## src/hw/dpram_host_pkg.sv

```systemverilog
// package: types and timing counts for the host side of a two-port static ram port
// assumes a 200 MHz clock and a device that answers purely by pin levels and delays
// Function
// - hold strobes high while address lines change
// - never drive data while device outputs drive
// - write pulse meets width and data setup
// - keep array or flag select for enable time
// - near-simultaneous flag writes grant no guarantee
// - settle address early to win arbitration
// - slave busy input precedes contending write start
// - hold write after busy release for hold time
// - flag taken writing zero, freed writing one
package dpram_host_pkg;

    localparam int unsigned CLK_PERIOD_NS = 5;

    // least time in ns to whole clock cycles, never below one
    function automatic int unsigned min_cycles(input int unsigned t_ns);
        int unsigned c;
        c = (t_ns + CLK_PERIOD_NS - 1) / CLK_PERIOD_NS;
        return (c < 1) ? 1 : c;
    endfunction : min_cycles

    localparam int unsigned T_WRITE_PULSE_NS = 12;
    localparam int unsigned T_ENABLE_TO_END_NS = 12;
    localparam int unsigned T_DATA_SETUP_NS = 10;
    localparam int unsigned T_WRITE_HOLD_NS = 12;
    localparam int unsigned T_PRIORITY_SETUP_NS = 5;
    localparam int unsigned T_FLAG_WRITE_TO_READ_NS = 5;
    localparam int unsigned T_FLAG_ACCESS_NS = 35;
    localparam int unsigned T_ARRAY_ACCESS_NS = 35;
    localparam int unsigned T_RELEASE_TO_DATA_NS = 18;

    localparam int unsigned WR_PULSE_CYC = min_cycles(
        (T_WRITE_PULSE_NS > T_ENABLE_TO_END_NS) ? T_WRITE_PULSE_NS : T_ENABLE_TO_END_NS);
    localparam int unsigned DATA_SETUP_CYC = min_cycles(T_DATA_SETUP_NS);
    localparam int unsigned WRITE_HOLD_CYC = min_cycles(T_WRITE_HOLD_NS);
    localparam int unsigned PRIORITY_CYC = min_cycles(T_PRIORITY_SETUP_NS);
    localparam int unsigned FLAG_TURN_CYC = min_cycles(T_FLAG_WRITE_TO_READ_NS);
    localparam int unsigned FLAG_ACCESS_CYC = min_cycles(T_FLAG_ACCESS_NS);
    localparam int unsigned ARRAY_ACCESS_CYC = min_cycles(T_ARRAY_ACCESS_NS);
    localparam int unsigned RELEASE_DATA_CYC = min_cycles(T_RELEASE_TO_DATA_NS);

    localparam int unsigned TIMER_W = 4;
    localparam int unsigned ADDR_W = 12;
    localparam int unsigned DATA_W = 16;

    localparam logic [DATA_W-1:0] FLAG_REQUEST = 16'h0000;
    localparam logic [1:0] LANES_OFF = 2'h3;

    typedef enum logic [2:0] {
        OP_RD = 3'h0,
        OP_WR = 3'h1,
        OP_FLAG_RD = 3'h2,
        OP_FLAG_WR = 3'h3,
        OP_FLAG_TAKE = 3'h4
    } op_t;

    typedef enum logic [6:0] {
        ST_IDLE = 7'h01,
        ST_SETUP = 7'h02,
        ST_WRITE = 7'h04,
        ST_READ = 7'h08,
        ST_RECOV = 7'h10,
        ST_DONE = 7'h20,
        ST_SPARE = 7'h40
    } state_t;

    typedef struct packed {
        op_t op;
        logic [ADDR_W-1:0] addr;
        logic [DATA_W-1:0] wdata;
        logic [1:0] lane_n;
    } cmd_t;

    typedef struct packed {
        logic [DATA_W-1:0] rdata;
        logic flag_held;
    } rsp_t;

    typedef struct packed {
        logic [ADDR_W-1:0] addr;
        logic ce_n;
        logic rw_n;
        logic oe_n;
        logic upper_lane_sel_n;
        logic lower_lane_sel_n;
        logic flag_space_sel_n;
    } pins_t;

endpackage : dpram_host_pkg

```

## src/hw/dpram_host.sv

```systemverilog
// host controller for one port of a two-port static ram with busy and flag space
// assumes device pins sampled synchronously; busy_n is the device's busy for this port
`timescale 1ns/1ps
module dpram_host
    import dpram_host_pkg::*;
(
    // clock and reset
    input wire logic clk,
    input wire logic rst,
    // command side
    input wire logic cmd_valid,
    input wire cmd_t cmd,
    output logic cmd_ready,
    // answer side
    output logic rsp_valid,
    output rsp_t rsp,
    // device pins
    output pins_t pins,
    output logic [DATA_W-1:0] data_out,
    output logic data_oe_n,
    input wire logic [DATA_W-1:0] data_in,
    input wire logic busy_n
);
    ////////////////////////////////////////////////////////////////////////////////
    state_t st_q;
    cmd_t cmd_q;
    logic phase_rd_q;
    logic ready_q;
    pins_t pins_q;
    logic [DATA_W-1:0] data_out_q;
    logic data_oe_n_q;
    rsp_t rsp_q;
    logic rsp_valid_q;

    logic t_done;
    logic t_load;
    logic [TIMER_W-1:0] t_val;
    logic is_write;
    logic is_array;
    logic is_take;
    logic accept;
    logic setup_done;
    logic write_done;
    logic read_done;
    logic recov_done;
    logic again;
    logic wr_act;

    function automatic logic [TIMER_W-1:0] tcnt(input int unsigned c);
        return c[TIMER_W-1:0];
    endfunction : tcnt

    cycle_timer u_timer (
        .clk(clk),
        .rst(rst),
        .load(t_load),
        .load_val(t_val),
        .done(t_done)
    );

    ////////////////////////////////////////////////////////////////////////////////
    always_comb begin
        is_take = (cmd_q.op == OP_FLAG_TAKE);
        is_array = (cmd_q.op == OP_RD) || (cmd_q.op == OP_WR);
        is_write = (cmd_q.op == OP_WR) || (cmd_q.op == OP_FLAG_WR) || (is_take && !phase_rd_q);
        accept = (st_q == ST_IDLE) && cmd_valid && ready_q;
        setup_done = (st_q == ST_SETUP) && t_done;
        write_done = (st_q == ST_WRITE) && busy_n && t_done;
        read_done = (st_q == ST_READ) && busy_n && t_done;
        recov_done = (st_q == ST_RECOV) && t_done;
        // a take goes on to read back, and keeps reading until the flag is ours
        again = recov_done && is_take && !(phase_rd_q && rsp_q.flag_held);
        wr_act = !pins_q.rw_n && (!pins_q.ce_n || !pins_q.flag_space_sel_n);
    end

    always_comb begin
        t_load = 1'b1;
        t_val = tcnt(PRIORITY_CYC);
        if (accept || again) begin
            t_val = tcnt(PRIORITY_CYC);
        end else if (setup_done && is_write) begin
            t_val = tcnt(WR_PULSE_CYC);
        end else if (setup_done) begin
            t_val = is_array ? tcnt(ARRAY_ACCESS_CYC) : tcnt(FLAG_ACCESS_CYC);
        end else if ((st_q == ST_WRITE) && !busy_n) begin
            // restarts each blocked cycle so the hold counts from the release
            t_val = tcnt(WRITE_HOLD_CYC);
        end else if ((st_q == ST_READ) && !busy_n) begin
            t_val = tcnt(RELEASE_DATA_CYC);
        end else if (write_done || read_done) begin
            t_val = tcnt(FLAG_TURN_CYC);
        end else begin
            t_load = 1'b0;
        end
    end

    ////////////////////////////////////////////////////////////////////////////////
    always_ff @(posedge clk or posedge rst) begin
        if (rst) begin
            st_q <= ST_IDLE;
            cmd_q <= '0;
            phase_rd_q <= 1'b0;
            ready_q <= 1'b1;
        end else begin
            unique case (st_q)
                ST_IDLE: begin
                    if (accept) begin
                        cmd_q <= cmd;
                        phase_rd_q <= 1'b0;
                        ready_q <= 1'b0;
                        st_q <= ST_SETUP;
                    end
                end
                ST_SETUP: begin
                    if (setup_done) begin
                        st_q <= is_write ? ST_WRITE : ST_READ;
                    end
                end
                ST_WRITE: begin
                    if (write_done) begin
                        phase_rd_q <= is_take;
                        st_q <= ST_RECOV;
                    end
                end
                ST_READ: begin
                    if (read_done) begin
                        st_q <= ST_RECOV;
                    end
                end
                ST_RECOV: begin
                    if (again) begin
                        st_q <= ST_SETUP;
                    end else if (recov_done) begin
                        st_q <= ST_DONE;
                    end
                end
                ST_DONE: begin
                    ready_q <= 1'b1;
                    st_q <= ST_IDLE;
                end
                default: begin
                    st_q <= ST_IDLE;
                    ready_q <= 1'b1;
                end
            endcase
        end
    end

    ////////////////////////////////////////////////////////////////////////////////
    // outputs are kept disabled in every write so the data pins never contend
    always_ff @(posedge clk or posedge rst) begin
        if (rst) begin
            pins_q.addr <= '0;
            pins_q.ce_n <= 1'b1;
            pins_q.rw_n <= 1'b1;
            pins_q.oe_n <= 1'b1;
            pins_q.upper_lane_sel_n <= 1'b1;
            pins_q.lower_lane_sel_n <= 1'b1;
            pins_q.flag_space_sel_n <= 1'b1;
            data_out_q <= '0;
            data_oe_n_q <= 1'b1;
        end else begin
            if (accept) begin
                pins_q.addr <= cmd.addr;
            end
            if (setup_done) begin
                pins_q.ce_n <= !is_array;
                pins_q.flag_space_sel_n <= is_array;
                {pins_q.upper_lane_sel_n, pins_q.lower_lane_sel_n} <=
                    is_array ? cmd_q.lane_n : LANES_OFF;
                if (is_write) begin
                    pins_q.rw_n <= 1'b0;
                    data_oe_n_q <= 1'b0;
                    data_out_q <= is_take ? FLAG_REQUEST : cmd_q.wdata;
                end else begin
                    pins_q.oe_n <= 1'b0;
                end
            end
            if (write_done || read_done) begin
                pins_q.rw_n <= 1'b1;
                pins_q.oe_n <= 1'b1;
                pins_q.ce_n <= 1'b1;
                pins_q.flag_space_sel_n <= 1'b1;
                pins_q.upper_lane_sel_n <= 1'b1;
                pins_q.lower_lane_sel_n <= 1'b1;
            end
            if (recov_done) begin
                data_oe_n_q <= 1'b1;
            end
        end
    end

    ////////////////////////////////////////////////////////////////////////////////
    always_ff @(posedge clk or posedge rst) begin
        if (rst) begin
            rsp_q <= '0;
            rsp_valid_q <= 1'b0;
        end else begin
            if (read_done) begin
                rsp_q.rdata <= data_in;
                rsp_q.flag_held <= !data_in[0];
            end else if (write_done && is_take) begin
                // a new take must not finish on the grant seen by an earlier one
                rsp_q.flag_held <= 1'b0;
            end
            rsp_valid_q <= recov_done && !again;
        end
    end

    assign cmd_ready = ready_q;
    assign rsp_valid = rsp_valid_q;
    assign rsp = rsp_q;
    assign pins = pins_q;
    assign data_out = data_out_q;
    assign data_oe_n = data_oe_n_q;
endmodule : dpram_host

```

## src/hw/cycle_timer.sv

```systemverilog
// down counter: done is high once the loaded count has run out
// assumes load values fit TIMER_W bits
`timescale 1ns/1ps
module cycle_timer
    import dpram_host_pkg::*;
(
    // clock and reset
    input wire logic clk,
    input wire logic rst,
    // control
    input wire logic load,
    input wire logic [TIMER_W-1:0] load_val,
    output logic done
);
    logic [TIMER_W-1:0] cnt_q;

    always_ff @(posedge clk or posedge rst) begin
        if (rst) begin
            cnt_q <= '0;
        end else if (load) begin
            cnt_q <= load_val;
        end else if (cnt_q != '0) begin
            cnt_q <= cnt_q - 1'b1;
        end
    end

    assign done = (cnt_q == '0);

endmodule : cycle_timer

```

## config.mk

```make
export PLATFORM = sky130hd
export DESIGN_NAME = dpram_host
export DESIGN_NICKNAME = d
export VERILOG_FILES = /design/src/hw/dpram_host_pkg.sv /design/src/hw/dpram_host.sv /design/src/hw/cycle_timer.sv
export SDC_FILE = /design/constraint.sdc
export NUM_CORES = 1
export LEC_CHECK = 0
export BUFFER_PORTS_ARGS = -buffer_cell sky130_fd_sc_hd__buf_4
export CORE_ASPECT_RATIO = 1.5
export CORE_UTILIZATION = 45
export CTS_CLUSTER_DIAMETER = 30
export CTS_CLUSTER_SIZE = 28
export DETAILED_ROUTE_END_ITERATION = 7
export PLACE_DENSITY_LB_ADDON = 0.2
export SYNTH_ARGS = -nofsm -noshare
export SYNTH_HDL_FRONTEND = slang
export SYNTH_HIERARCHICAL = 1
export SYNTH_SLANG_ARGS = --single-unit
```

## constraint.sdc

```tcl
create_clock -name clk -period 2.8 [get_ports clk]
set_clock_uncertainty 0.05 [all_clocks]
set_input_delay 0.28 -clock clk [delete_from_list [all_inputs] [get_ports clk]]
set_output_delay 0.28 -clock clk [all_outputs]
set_load 0.01 [all_outputs]
```

=== Word level (Yosys, flattened, before mapping) ===
Cells that the tools add are included.

* $add $sub $neg: 1
* Bitwise operators: 1
* Multiplexer cells: 35
* Reductions and logical operators: 47
* Equality and inequality tests: 14

{| class="wikitable"
|+ Operator list
! kind !! count
|-
| $mux W7 || 6
|-
| $pmux W7 S5 || 1
|-
| $logic_and A1 B1 Y1 || 17
|-
| $mux W16 || 1
|-
| $mux W3 || 5
|-
| $mux W1 || 14
|-
| $reduce_bool A2 Y1 || 7
|-
| $mux W4 || 3
|-
| $mux W6 || 2
|-
| $reduce_and A2 Y1 || 6
|-
| $ne A2 B2 Y1 const B || 4
|-
| $eq A7 B1 Y1 const B || 1
|-
| $eq A7 B2 Y1 const B || 1
|-
| $eq A7 B3 Y1 const B || 1
|-
| $eq A7 B4 Y1 const B || 1
|-
| $eq A7 B5 Y1 const B || 1
|-
| $logic_not A1 Y1 || 6
|-
| $logic_or A1 B1 Y1 || 5
|-
| $reduce_and A5 Y1 || 1
|-
| $logic_not A4 Y1 || 1
|-
| $pmux W1 S2 || 2
|-
| $reduce_bool A4 Y1 || 1
|-
| $reduce_or A4 Y1 || 1
|-
| $sub A4 B1 Y4 const B || 1
|-
| other kinds (9) || 9
|}

* Word-level logic and storage cells: 117
* Output and inout port bits: 54
* Register bits after elaboration: 87
* Bits of input ports: 53

=== Longest topological paths before layout ===
Gate-level depths: netlist of run 1.

* Depth in word-level cells: 11
* Gate-level depth with buffers: 10
* Gate-level depth less buffers: 9

=== By module ===
The synthesis of run 1 kept the hierarchy.

{| class="wikitable"
|+ By module, submodules not included
! module !! times used !! area an instance (µm²) !! cells an instance
|-
| dpram_host || 1 || 3,427.0 || 275
|-
| cycle_timer || 1 || 235.2 || 24
|}

=== Least setup slack after synthesis of run 1 ===
OpenSTA, ideal clock, no wires.

* Kind: register -> register
* Start: register u_timer.cnt_q[0]
* End: register u_timer.cnt_q[3]
* Buffers on the path: 1
* Setup slack: 353 ps
* Cell stages (with the launch flop): 11
* Arrival time: 2,271 ps
* Library setup time: 126 ps
* Cells stage by stage: dfrtp_1 > inv_1 > ha_1 > nor3b_4 > nor4bb_1 > nand4b_1 > nand3_1 > a21o_1 > clkbuf_1 > nor3_1 > a221o_1

* Longest elaborated chain between the ends: 10

{| class="wikitable"
|+ Ends and longest elaborated chain
! item !! RTL line !! source
|-
| start: declaration || cycle_timer.sv:15 || <nowiki>logic [TIMER_W-1:0] cnt_q;</nowiki>
|-
| start signal: assignment || cycle_timer.sv:21 || <nowiki>cnt_q <= load_val;</nowiki>
|-
| start signal: assignment || cycle_timer.sv:23 || <nowiki>cnt_q <= cnt_q - 1'b1;</nowiki>
|-
| $logic_not A4 Y1 (*) || cycle_timer.sv:27 || <nowiki>assign done = (cnt_q == '0);</nowiki>
|-
| named net t_done || dpram_host.sv:35 || <nowiki>logic t_done;</nowiki>
|-
| $logic_and A1 B1 Y1 (on tied branches) || dpram_host.sv:68, dpram_host.sv:69 ||
|-
| $logic_or A1 B1 Y1 || dpram_host.sv:90 || <nowiki>end else if (write_done || read_done) begin</nowiki>
|-
| $mux W1 || dpram_host.sv:90 ||
|-
| $mux W1 || dpram_host.sv:88 || <nowiki>end else if ((st_q == ST_READ) && !busy_n) begin</nowiki>
|-
| $mux W1 || dpram_host.sv:85 || <nowiki>end else if ((st_q == ST_WRITE) && !busy_n) begin</nowiki>
|-
| $mux W1 || dpram_host.sv:83 || <nowiki>end else if (setup_done) begin</nowiki>
|-
| $mux W1 || dpram_host.sv:81 || <nowiki>end else if (setup_done && is_write) begin</nowiki>
|-
| $mux W1 (*) || dpram_host.sv:79 || <nowiki>if (accept || again) begin</nowiki>
|-
| named net t_load || dpram_host.sv:36 || <nowiki>logic t_load;</nowiki>
|-
| $mux W4 / $reduce_bool A2 Y1 (equally long branches) || - ||
|}

Mark *: on every way through the listed nets, which the timed path passes. The rest lies on a longest branch. The select of a mux whose other input is x is not followed.
A chain may end at the register's enable or synchronous reset.

=== Worst setup path after layout of run 1 ===
Same ends and word-level chain as after synthesis.

==> reports/summary.txt, run 1 <==
Final Hold Viols: 0
Main combinational cell family by area after synthesis: multiplexers
Dpl hpwl: 5.28 mm
GP Congestion: 0.888
Total of max-cap violations: 0
Worst reg2reg setup slack: 0.40 ns
Gr ovfl total: 0
Max Fanout on Critical Path: 9
DR WL/cell: 14.4 um
Mux share of post-synthesis cell area: 0.165
CP Launch Type: flop
Yosys warnings: 6
CP endpoint kind: flop
Compound-Gate Fraction of Synth Area: 0.0765
Via count: 2660
Synth Area per Inst: 12.2 um^2
CTS tree: built
First-pass GRT wire length: 12.0 mm
Final setup fails: 0
Final #Nets: 465
Post-route cell area: 4890 um^2
Die area: 8510 um^2
Vias in the first global route: 2621
Hold Buf Count CTS: 1
Peak VDD IR: 0.621 mV
Layout area overhead: 33.7%
Initial antenna violation count: 0
Core box area: 7760 um^2
DIE WIDTH: 75.7 um
DRC errors left: 0
Placed inst area: 4580 um^2
Die Span Y: 112 um
IO Pins: 107
Multi-input logic area: 1420 um^2
Setup TNS: 0 ns
Pre-Repair DR Iteration Count: 4
Critical path buffers and inverters: 1
Antenna cells: 0
Hold path cells: 2
CTS max path bufs: 2
Setup Buffers After CTS: 0
Synth top area cells: dfrtp_1 (53%), mux2_2 (13%), dfstp_2 (6.5%)
Clock buffers created by TritonCTS: 9
Synth Register Bits: 86
Worst path depth: 9
Initial drt markers: 147
Initial Util: 0.472
Most frequent cell after synthesis: dfrtp_1
Unique masters post-synth: 45
Synth top area share: 0.526
Hold WC Path Type: in -> reg
Final WS setup: 0.398 ns
Port Buffer Count: 106
Root buffer selected by CTS: clkbuf_16
Max-slew violations: 0
Worst path top cell family by delay: simple AND/OR/NAND/NOR gates
Reg-to-reg critical path endpoint: u_timer/cnt_q[3]
Worst EP arrival: 2.57 ns
Largest stage delay on the critical path: 0.40 ns
Design Power: 5.35 mW
Critical Path Start: u_timer/cnt_q[0]
Reg2Reg Launch Point: u_timer/cnt_q[0]
Seq/Total Area, Yosys: 0.591
Post-synth top cells: dfrtp_1 (77), nand2_1 (48), mux2_2 (43)
Critical path's slowest cell: nor4bb_1
Fillers: 635
Fin crit period: 2.40 ns
Vias per cell: 5.14
Slew @ Worst Pin: 0.591 ns
Antenna Nets Post-Route: 0
Register-to-Register Path Depth: 9
Cell taking the most area after synthesis: dfrtp_1
Largest net degree at the start of global routing: 50
CP Class: reg -> reg
Top FF cell, synth: dfrtp_1
Routed wire length: 7.46 mm
Quantity of gates resized following cts: 0
Worst setup endpoint: u_timer/cnt_q[3]
Ys async rst share: 1.00
Pre-CTS setup slack: 0.434 ns
FF/Latch Area: 2160 um^2
PD cells: 1090 nW/um^2
Skew-Pair Late Insertion Delay: 0.33 ns
Mapped cell area: 3660 um^2
RSZ-0062 raised after global routing: no
Number of clock sinks: 86
Gate Count Post-Synth: 299
Htree depth: 3
Layout cells sized above 1: 0.469
Pleak: 2.41 nW
Critical path, cell by cell: inv_1 -> ha_1 -> nor3b_4 -> nor4bb_1 -> nand4b_1 -> nand3_1 -> a21o_1 -> nor3_1 -> a221o_1
Syn Nets: 353
Clock slew at reported path FFs: 0.06 ns
Simple-gate share of the synthesized area: 0.136
Fmax: 0.416 GHz
Slew headroom: 0.604
Crit share post-route: 0.858
All-layer global routing usage: 0.193
Number of flops mapped to enable cells by yosys: 0
Adder-cell share of the synthesized area: 0.00342
Worst EP required: 2.97 ns
Status: finished, final reports clean
Synth Area in XOR/XNOR: 0.00478
Std-Cell Rows: 39
logic make-up (layout without fill, tap and decap cells):
logic type	Yosys count	after routing
AO/OA/AOI/OAI	48	48
AND/OR/NAND/NOR	92	92
flip-flops	86	86
adder cells (fa/ha/maj)	1	1
other	1	1
multiplexers	51	51
buffers and inverters	18	135
XOR/XNOR	2	2
worst register-to-register path, delay by kind of cell (launching register included):
kind	cells	cell delay, ns
buffers and inverters	1	0.09
flip-flops	1	0.38
adder cells (fa/ha/maj)	1	0.21
AND/OR/NAND/NOR	5	1.00
AO/OA/AOI/OAI	2	0.54
state kept, by name (all words and copies together), names as in the netlist:
| name | flops |
|---|---|
| cmd_q | 21 |
| pins | 18 |
| rsp | 17 |
| data_out | 16 |
| st_q | 6 |
| u_timer/cnt_q | 4 |
| cmd_ready | 1 |
| data_oe_n | 1 |
| phase_rd_q | 1 |
| rsp_valid | 1 |
final cells by class:
cell class                 instances  area share
clock buffer                      13      0.0532
clock inverter                     3     0.00869
inverter                           7     0.00562
multi-input combinational        195       0.290
sequential                        86       0.442
tap                              102      0.0261
timing repair buffer             112       0.175
how the worst min path moves through the flow:
stage               slack (ns)          endpoint        from
CTS                        0.1            rsp[0]  data_in[0]
detailed placement        0.15  u_timer/cnt_q[2]         rst
global route              0.12            rsp[0]  data_in[0]
finish                    0.11            rsp[0]  data_in[0]
global placement          0.14  u_timer/cnt_q[2]         rst
floorplan               -0.004  u_timer/cnt_q[0]         rst
power breakdown:
group	total (mW)	internal [mW]	switching [mW]	leakage, nW
registers	2.17	1.82	0.351	1.08
clock network	1.19	0.738	0.448	0.146
logic	2.00	1.10	0.902	1.18
total	5.35	3.65	1.70	2.41
routing by layer:
metal | global-route usage | share of wire | vias up
li1 | - | - | 1268
met5 | 0 | 0 | -
met2 | 0.328 | 0.54 | 67
met3 | 0.0449 | 0.044 | 15
met4 | 0.101 | 0.027 | 0
met1 | 0.219 | 0.39 | 1310
through the flow:
stage          hold WS, ns   util  instances
4_1_cts             0.0952  0.631        518
3_5_place_dp         0.148  0.591        501
2_1_floorplan     -0.00392      -        299
6_report             0.110  0.631        518
5_1_grt              0.116  0.631        518
3_3_place_gp         0.140  0.591        501
layout by cell type, fill, tap and decap left out, types with 3 or more instances in the layout:
cell type	instances
dfstp_2	9
and2_1	3
inv_1	6
nor2_1	9
buf_4	110
clkbuf_16	9
nand3_1	8
nor3_1	4
dfrtp_1	77
a21oi_1	5
nand2_1	48
o21ai_1	4
mux2_4	8
o21ai_0	27
mux2_2	43
Note: power is estimated with default switching activity, not from simulation.
==> inputs of run 2 (changes only) <==
Settings changed: ABC_AREA set to 1, CELL_PAD_IN_SITES_DETAIL_PLACEMENT set to 0, CELL_PAD_IN_SITES_GLOBAL_PLACEMENT set to 1, CORE_UTILIZATION 45 to 38.
==> reports/summary.txt, run 2 <==
Number of flops mapped to enable cells by yosys: 0
Fin crit period: 2.20 ns
Setup TNS: 0 ns
Post-layout util: 0.514
Reg-to-reg critical path endpoint: u_timer/cnt_q[1]
Slew headroom: 0.510
GP Congestion: 0.811
Gr busiest metal: met2
Slew @ Worst Pin: 0.734 ns
Placed inst area: 4740 um^2
Core box area: 9800 um^2
Most frequent cells in the layout: nand2_1 (167), buf_4 (108), dfrtp_1 (77), inv_1 (55), o21ai_2 (30)
Largest stage delay on the critical path: 0.37 ns
Gate Count Post-Synth: 439
Dpl hpwl: 6.05 mm
FF/Latch Area: 2160 um^2
Worst setup endpoint: u_timer/cnt_q[1]
Worst EP arrival: 2.37 ns
Met3 GRT Util: 0.0537
Max-slew violations: 0
Max Fanout on Critical Path: 8
Fillers: 972
Syn Nets: 493
CP Class: reg -> reg
Synth top area share: 0.496
Worst path top cell family by delay: simple AND/OR/NAND/NOR gates
RSZ-0062 raised after global routing: no
IO Pins: 107
Clock slew at reported path FFs: 0.06 ns
Pleak: 2.78 nW
Hold path start: data_in[12]
Hold WC Path Type: in -> reg
Worst EP required: 2.97 ns
Status: finished, final reports clean
CTS max path bufs: 2
PD cells: 990 nW/um^2
Final #Nets: 601
Vias per cell: 4.52
Die Span Y: 126 um
Htree depth: 3
Final Hold Viols: 0
Peak VDD IR: 0.440 mV
All-layer global routing usage: 0.171
Initial Util: 0.397
Initial antenna violation count: 0
Reg2Reg Launch Point: u_timer/cnt_q[0]
GR met2 Demand/Resource: 0.293
DRC errors left: 0
Worst path depth: 14
Worst reg2reg setup slack: 0.60 ns
First-pass GRT wire length: 14.1 mm
Pre-CTS setup slack: 0.603 ns
Commonest non-fill, non-tap cell in the layout: nand2_1
Synth top area cells: dfrtp_1 (50%), nand2_1 (16%), o21ai_2 (6.8%)
Crit share post-route: 0.785
Post-route cell area: 5030 um^2
Layout area overhead: 29.5%
Pre-Repair DR Iteration Count: 6
Die area: 10600 um^2
Initial drt markers: 151
Top FF cell, synth: dfrtp_1
Clock buffers created by TritonCTS: 9
Final setup fails: 0
Total of max-cap violations: 0
Cell taking the most area after synthesis: dfrtp_1
Post-synth top cells: nand2_1 (167), dfrtp_1 (77), inv_1 (56)
Met1 usage: 0.197
Skew-Pair Late Insertion Delay: 0.33 ns
DIE WIDTH: 84.6 um
Port Buffer Count: 106
Antenna cells: 0
Antenna Nets Post-Route: 0
Via count: 3013
Critical path, cell by cell: inv_1 -> ha_1 -> nand2_2 -> inv_1 -> nand2_1 -> inv_1 -> nand2_1 -> nand2_1 -> nor2_1 -> nand2_1 -> nor2_4 -> inv_2 -> nand2_1 -> nand2_1
Max reg flops: 21
Root buffer selected by CTS: clkbuf_16
Layout cells sized above 1: 0.332
DR WL/cell: 12.5 um
Fmax: 0.455 GHz
Critical path's slowest cell: dfrtp_1
Largest Register: cmd_q
CP Launch Type: flop
Number of clock sinks: 86
Routed wire length: 8.36 mm
Mapped cell area: 3890 um^2
Synth Register Bits: 86
CTS tree: built
Critical path buffers and inverters: 4
Register-to-Register Path Depth: 14
Most frequent cell after synthesis: nand2_1
Unique masters post-synth: 29
Yosys warnings: 6
Synth Area per Inst: 8.86 um^2
Std-Cell Rows: 44
Largest net degree at the start of global routing: 67
Vias in the first global route: 2921
Worst hold slack: 0.0929 ns
Ys async rst share: 1.00
Seq/Total Area, Yosys: 0.556
Gr ovfl total: 0
CP endpoint kind: flop
Multi-input logic area: 1380 um^2
Critical Path Start: u_timer/cnt_q[0]
Most frequent CP cell: nand2_1
Final WS setup: 0.602 ns
-- run 2: changes by cell type in the layout (fill, tap and decap cells not counted), moves of 5 or more --
cell	before	now
nand2_1	48	167
o21ai_0	27	10
o21ai_2	0	30
nor2_2	0	5
mux2_2	43	0
inv_1	6	55
mux2_4	8	0
o21ai_1	4	18
-- run 2: worst min-delay path: cells and delay by family --
kind	cells	cell delay, ns
buf+inv	1	0.07
simple gates	2	0.09
-- run 2: final cells by class --
type,instances,share of cell area
sequential,86,0.430
multi-input combinational,280,0.273
timing repair buffer,110,0.167
clock buffer,15,0.0552
inverter,60,0.0450
tap,115,0.0286
clock inverter,1,0.000994
-- run 2: per-stage QoR --
| stage | std cells | total power [mW] |
|---|---|---|
| after floorplan | 439 | 3.21 |
| after global placement | 650 | 3.86 |
| after detailed placement | 650 | 3.91 |
| after CTS | 667 | 5.07 |
| after global routing | 667 | 5.36 |
| final | 667 | 4.98 |
-- run 2: how the worst min path moves through the flow --
stage	to	slack (ns)	cells after the start
after floorplan	u_timer/cnt_q[0]	-0.004	1
after global placement	u_timer/cnt_q[0]	0.16	2
after detailed placement	u_timer/cnt_q[0]	0.16	2
after CTS	rsp[2]	0.08	3
after global routing	rsp[4]	0.09	3
final	rsp[13]	0.09	3
-- run 2: power breakdown --
| group | internal, mW | switching [mW] |
|---|---|---|
| combinational | 0.808 | 1.05 |
| sequential | 1.74 | 0.271 |
| clock | 0.674 | 0.452 |
| total | 3.22 | 1.77 |
-- run 2: logic make-up after synthesis --
| logic type | share of synthesized area |
|---|---|
| adder cells (fa/ha/maj) | 0.00322 |
| AND/OR/NAND/NOR | 0.234 |
| other | 0.000965 |
| buffers and inverters | 0.0895 |
| XOR/XNOR | 0.00225 |
| AO/OA/AOI/OAI | 0.114 |
| flip-flops | 0.556 |
-- run 2: metal layers --
layer	share of wire	wire length, um	vias to the layer above
li1	-	-	1561
met1	0.39	3290	1369
met2	0.53	4450	72
met3	0.056	467	11
met4	0.017	146	0
met5	0	0	-
-- run 2: timing repair --
| action | CTS | global route |
|---|---|---|
| hold buffers | 1 | 0 |
| setup buffers | 0 | 0 |
| hold endpoints to repair | 4 | 0 |
| gates resized for setup | 0 | 0 |
| setup endpoints to repair | 0 | 0 |
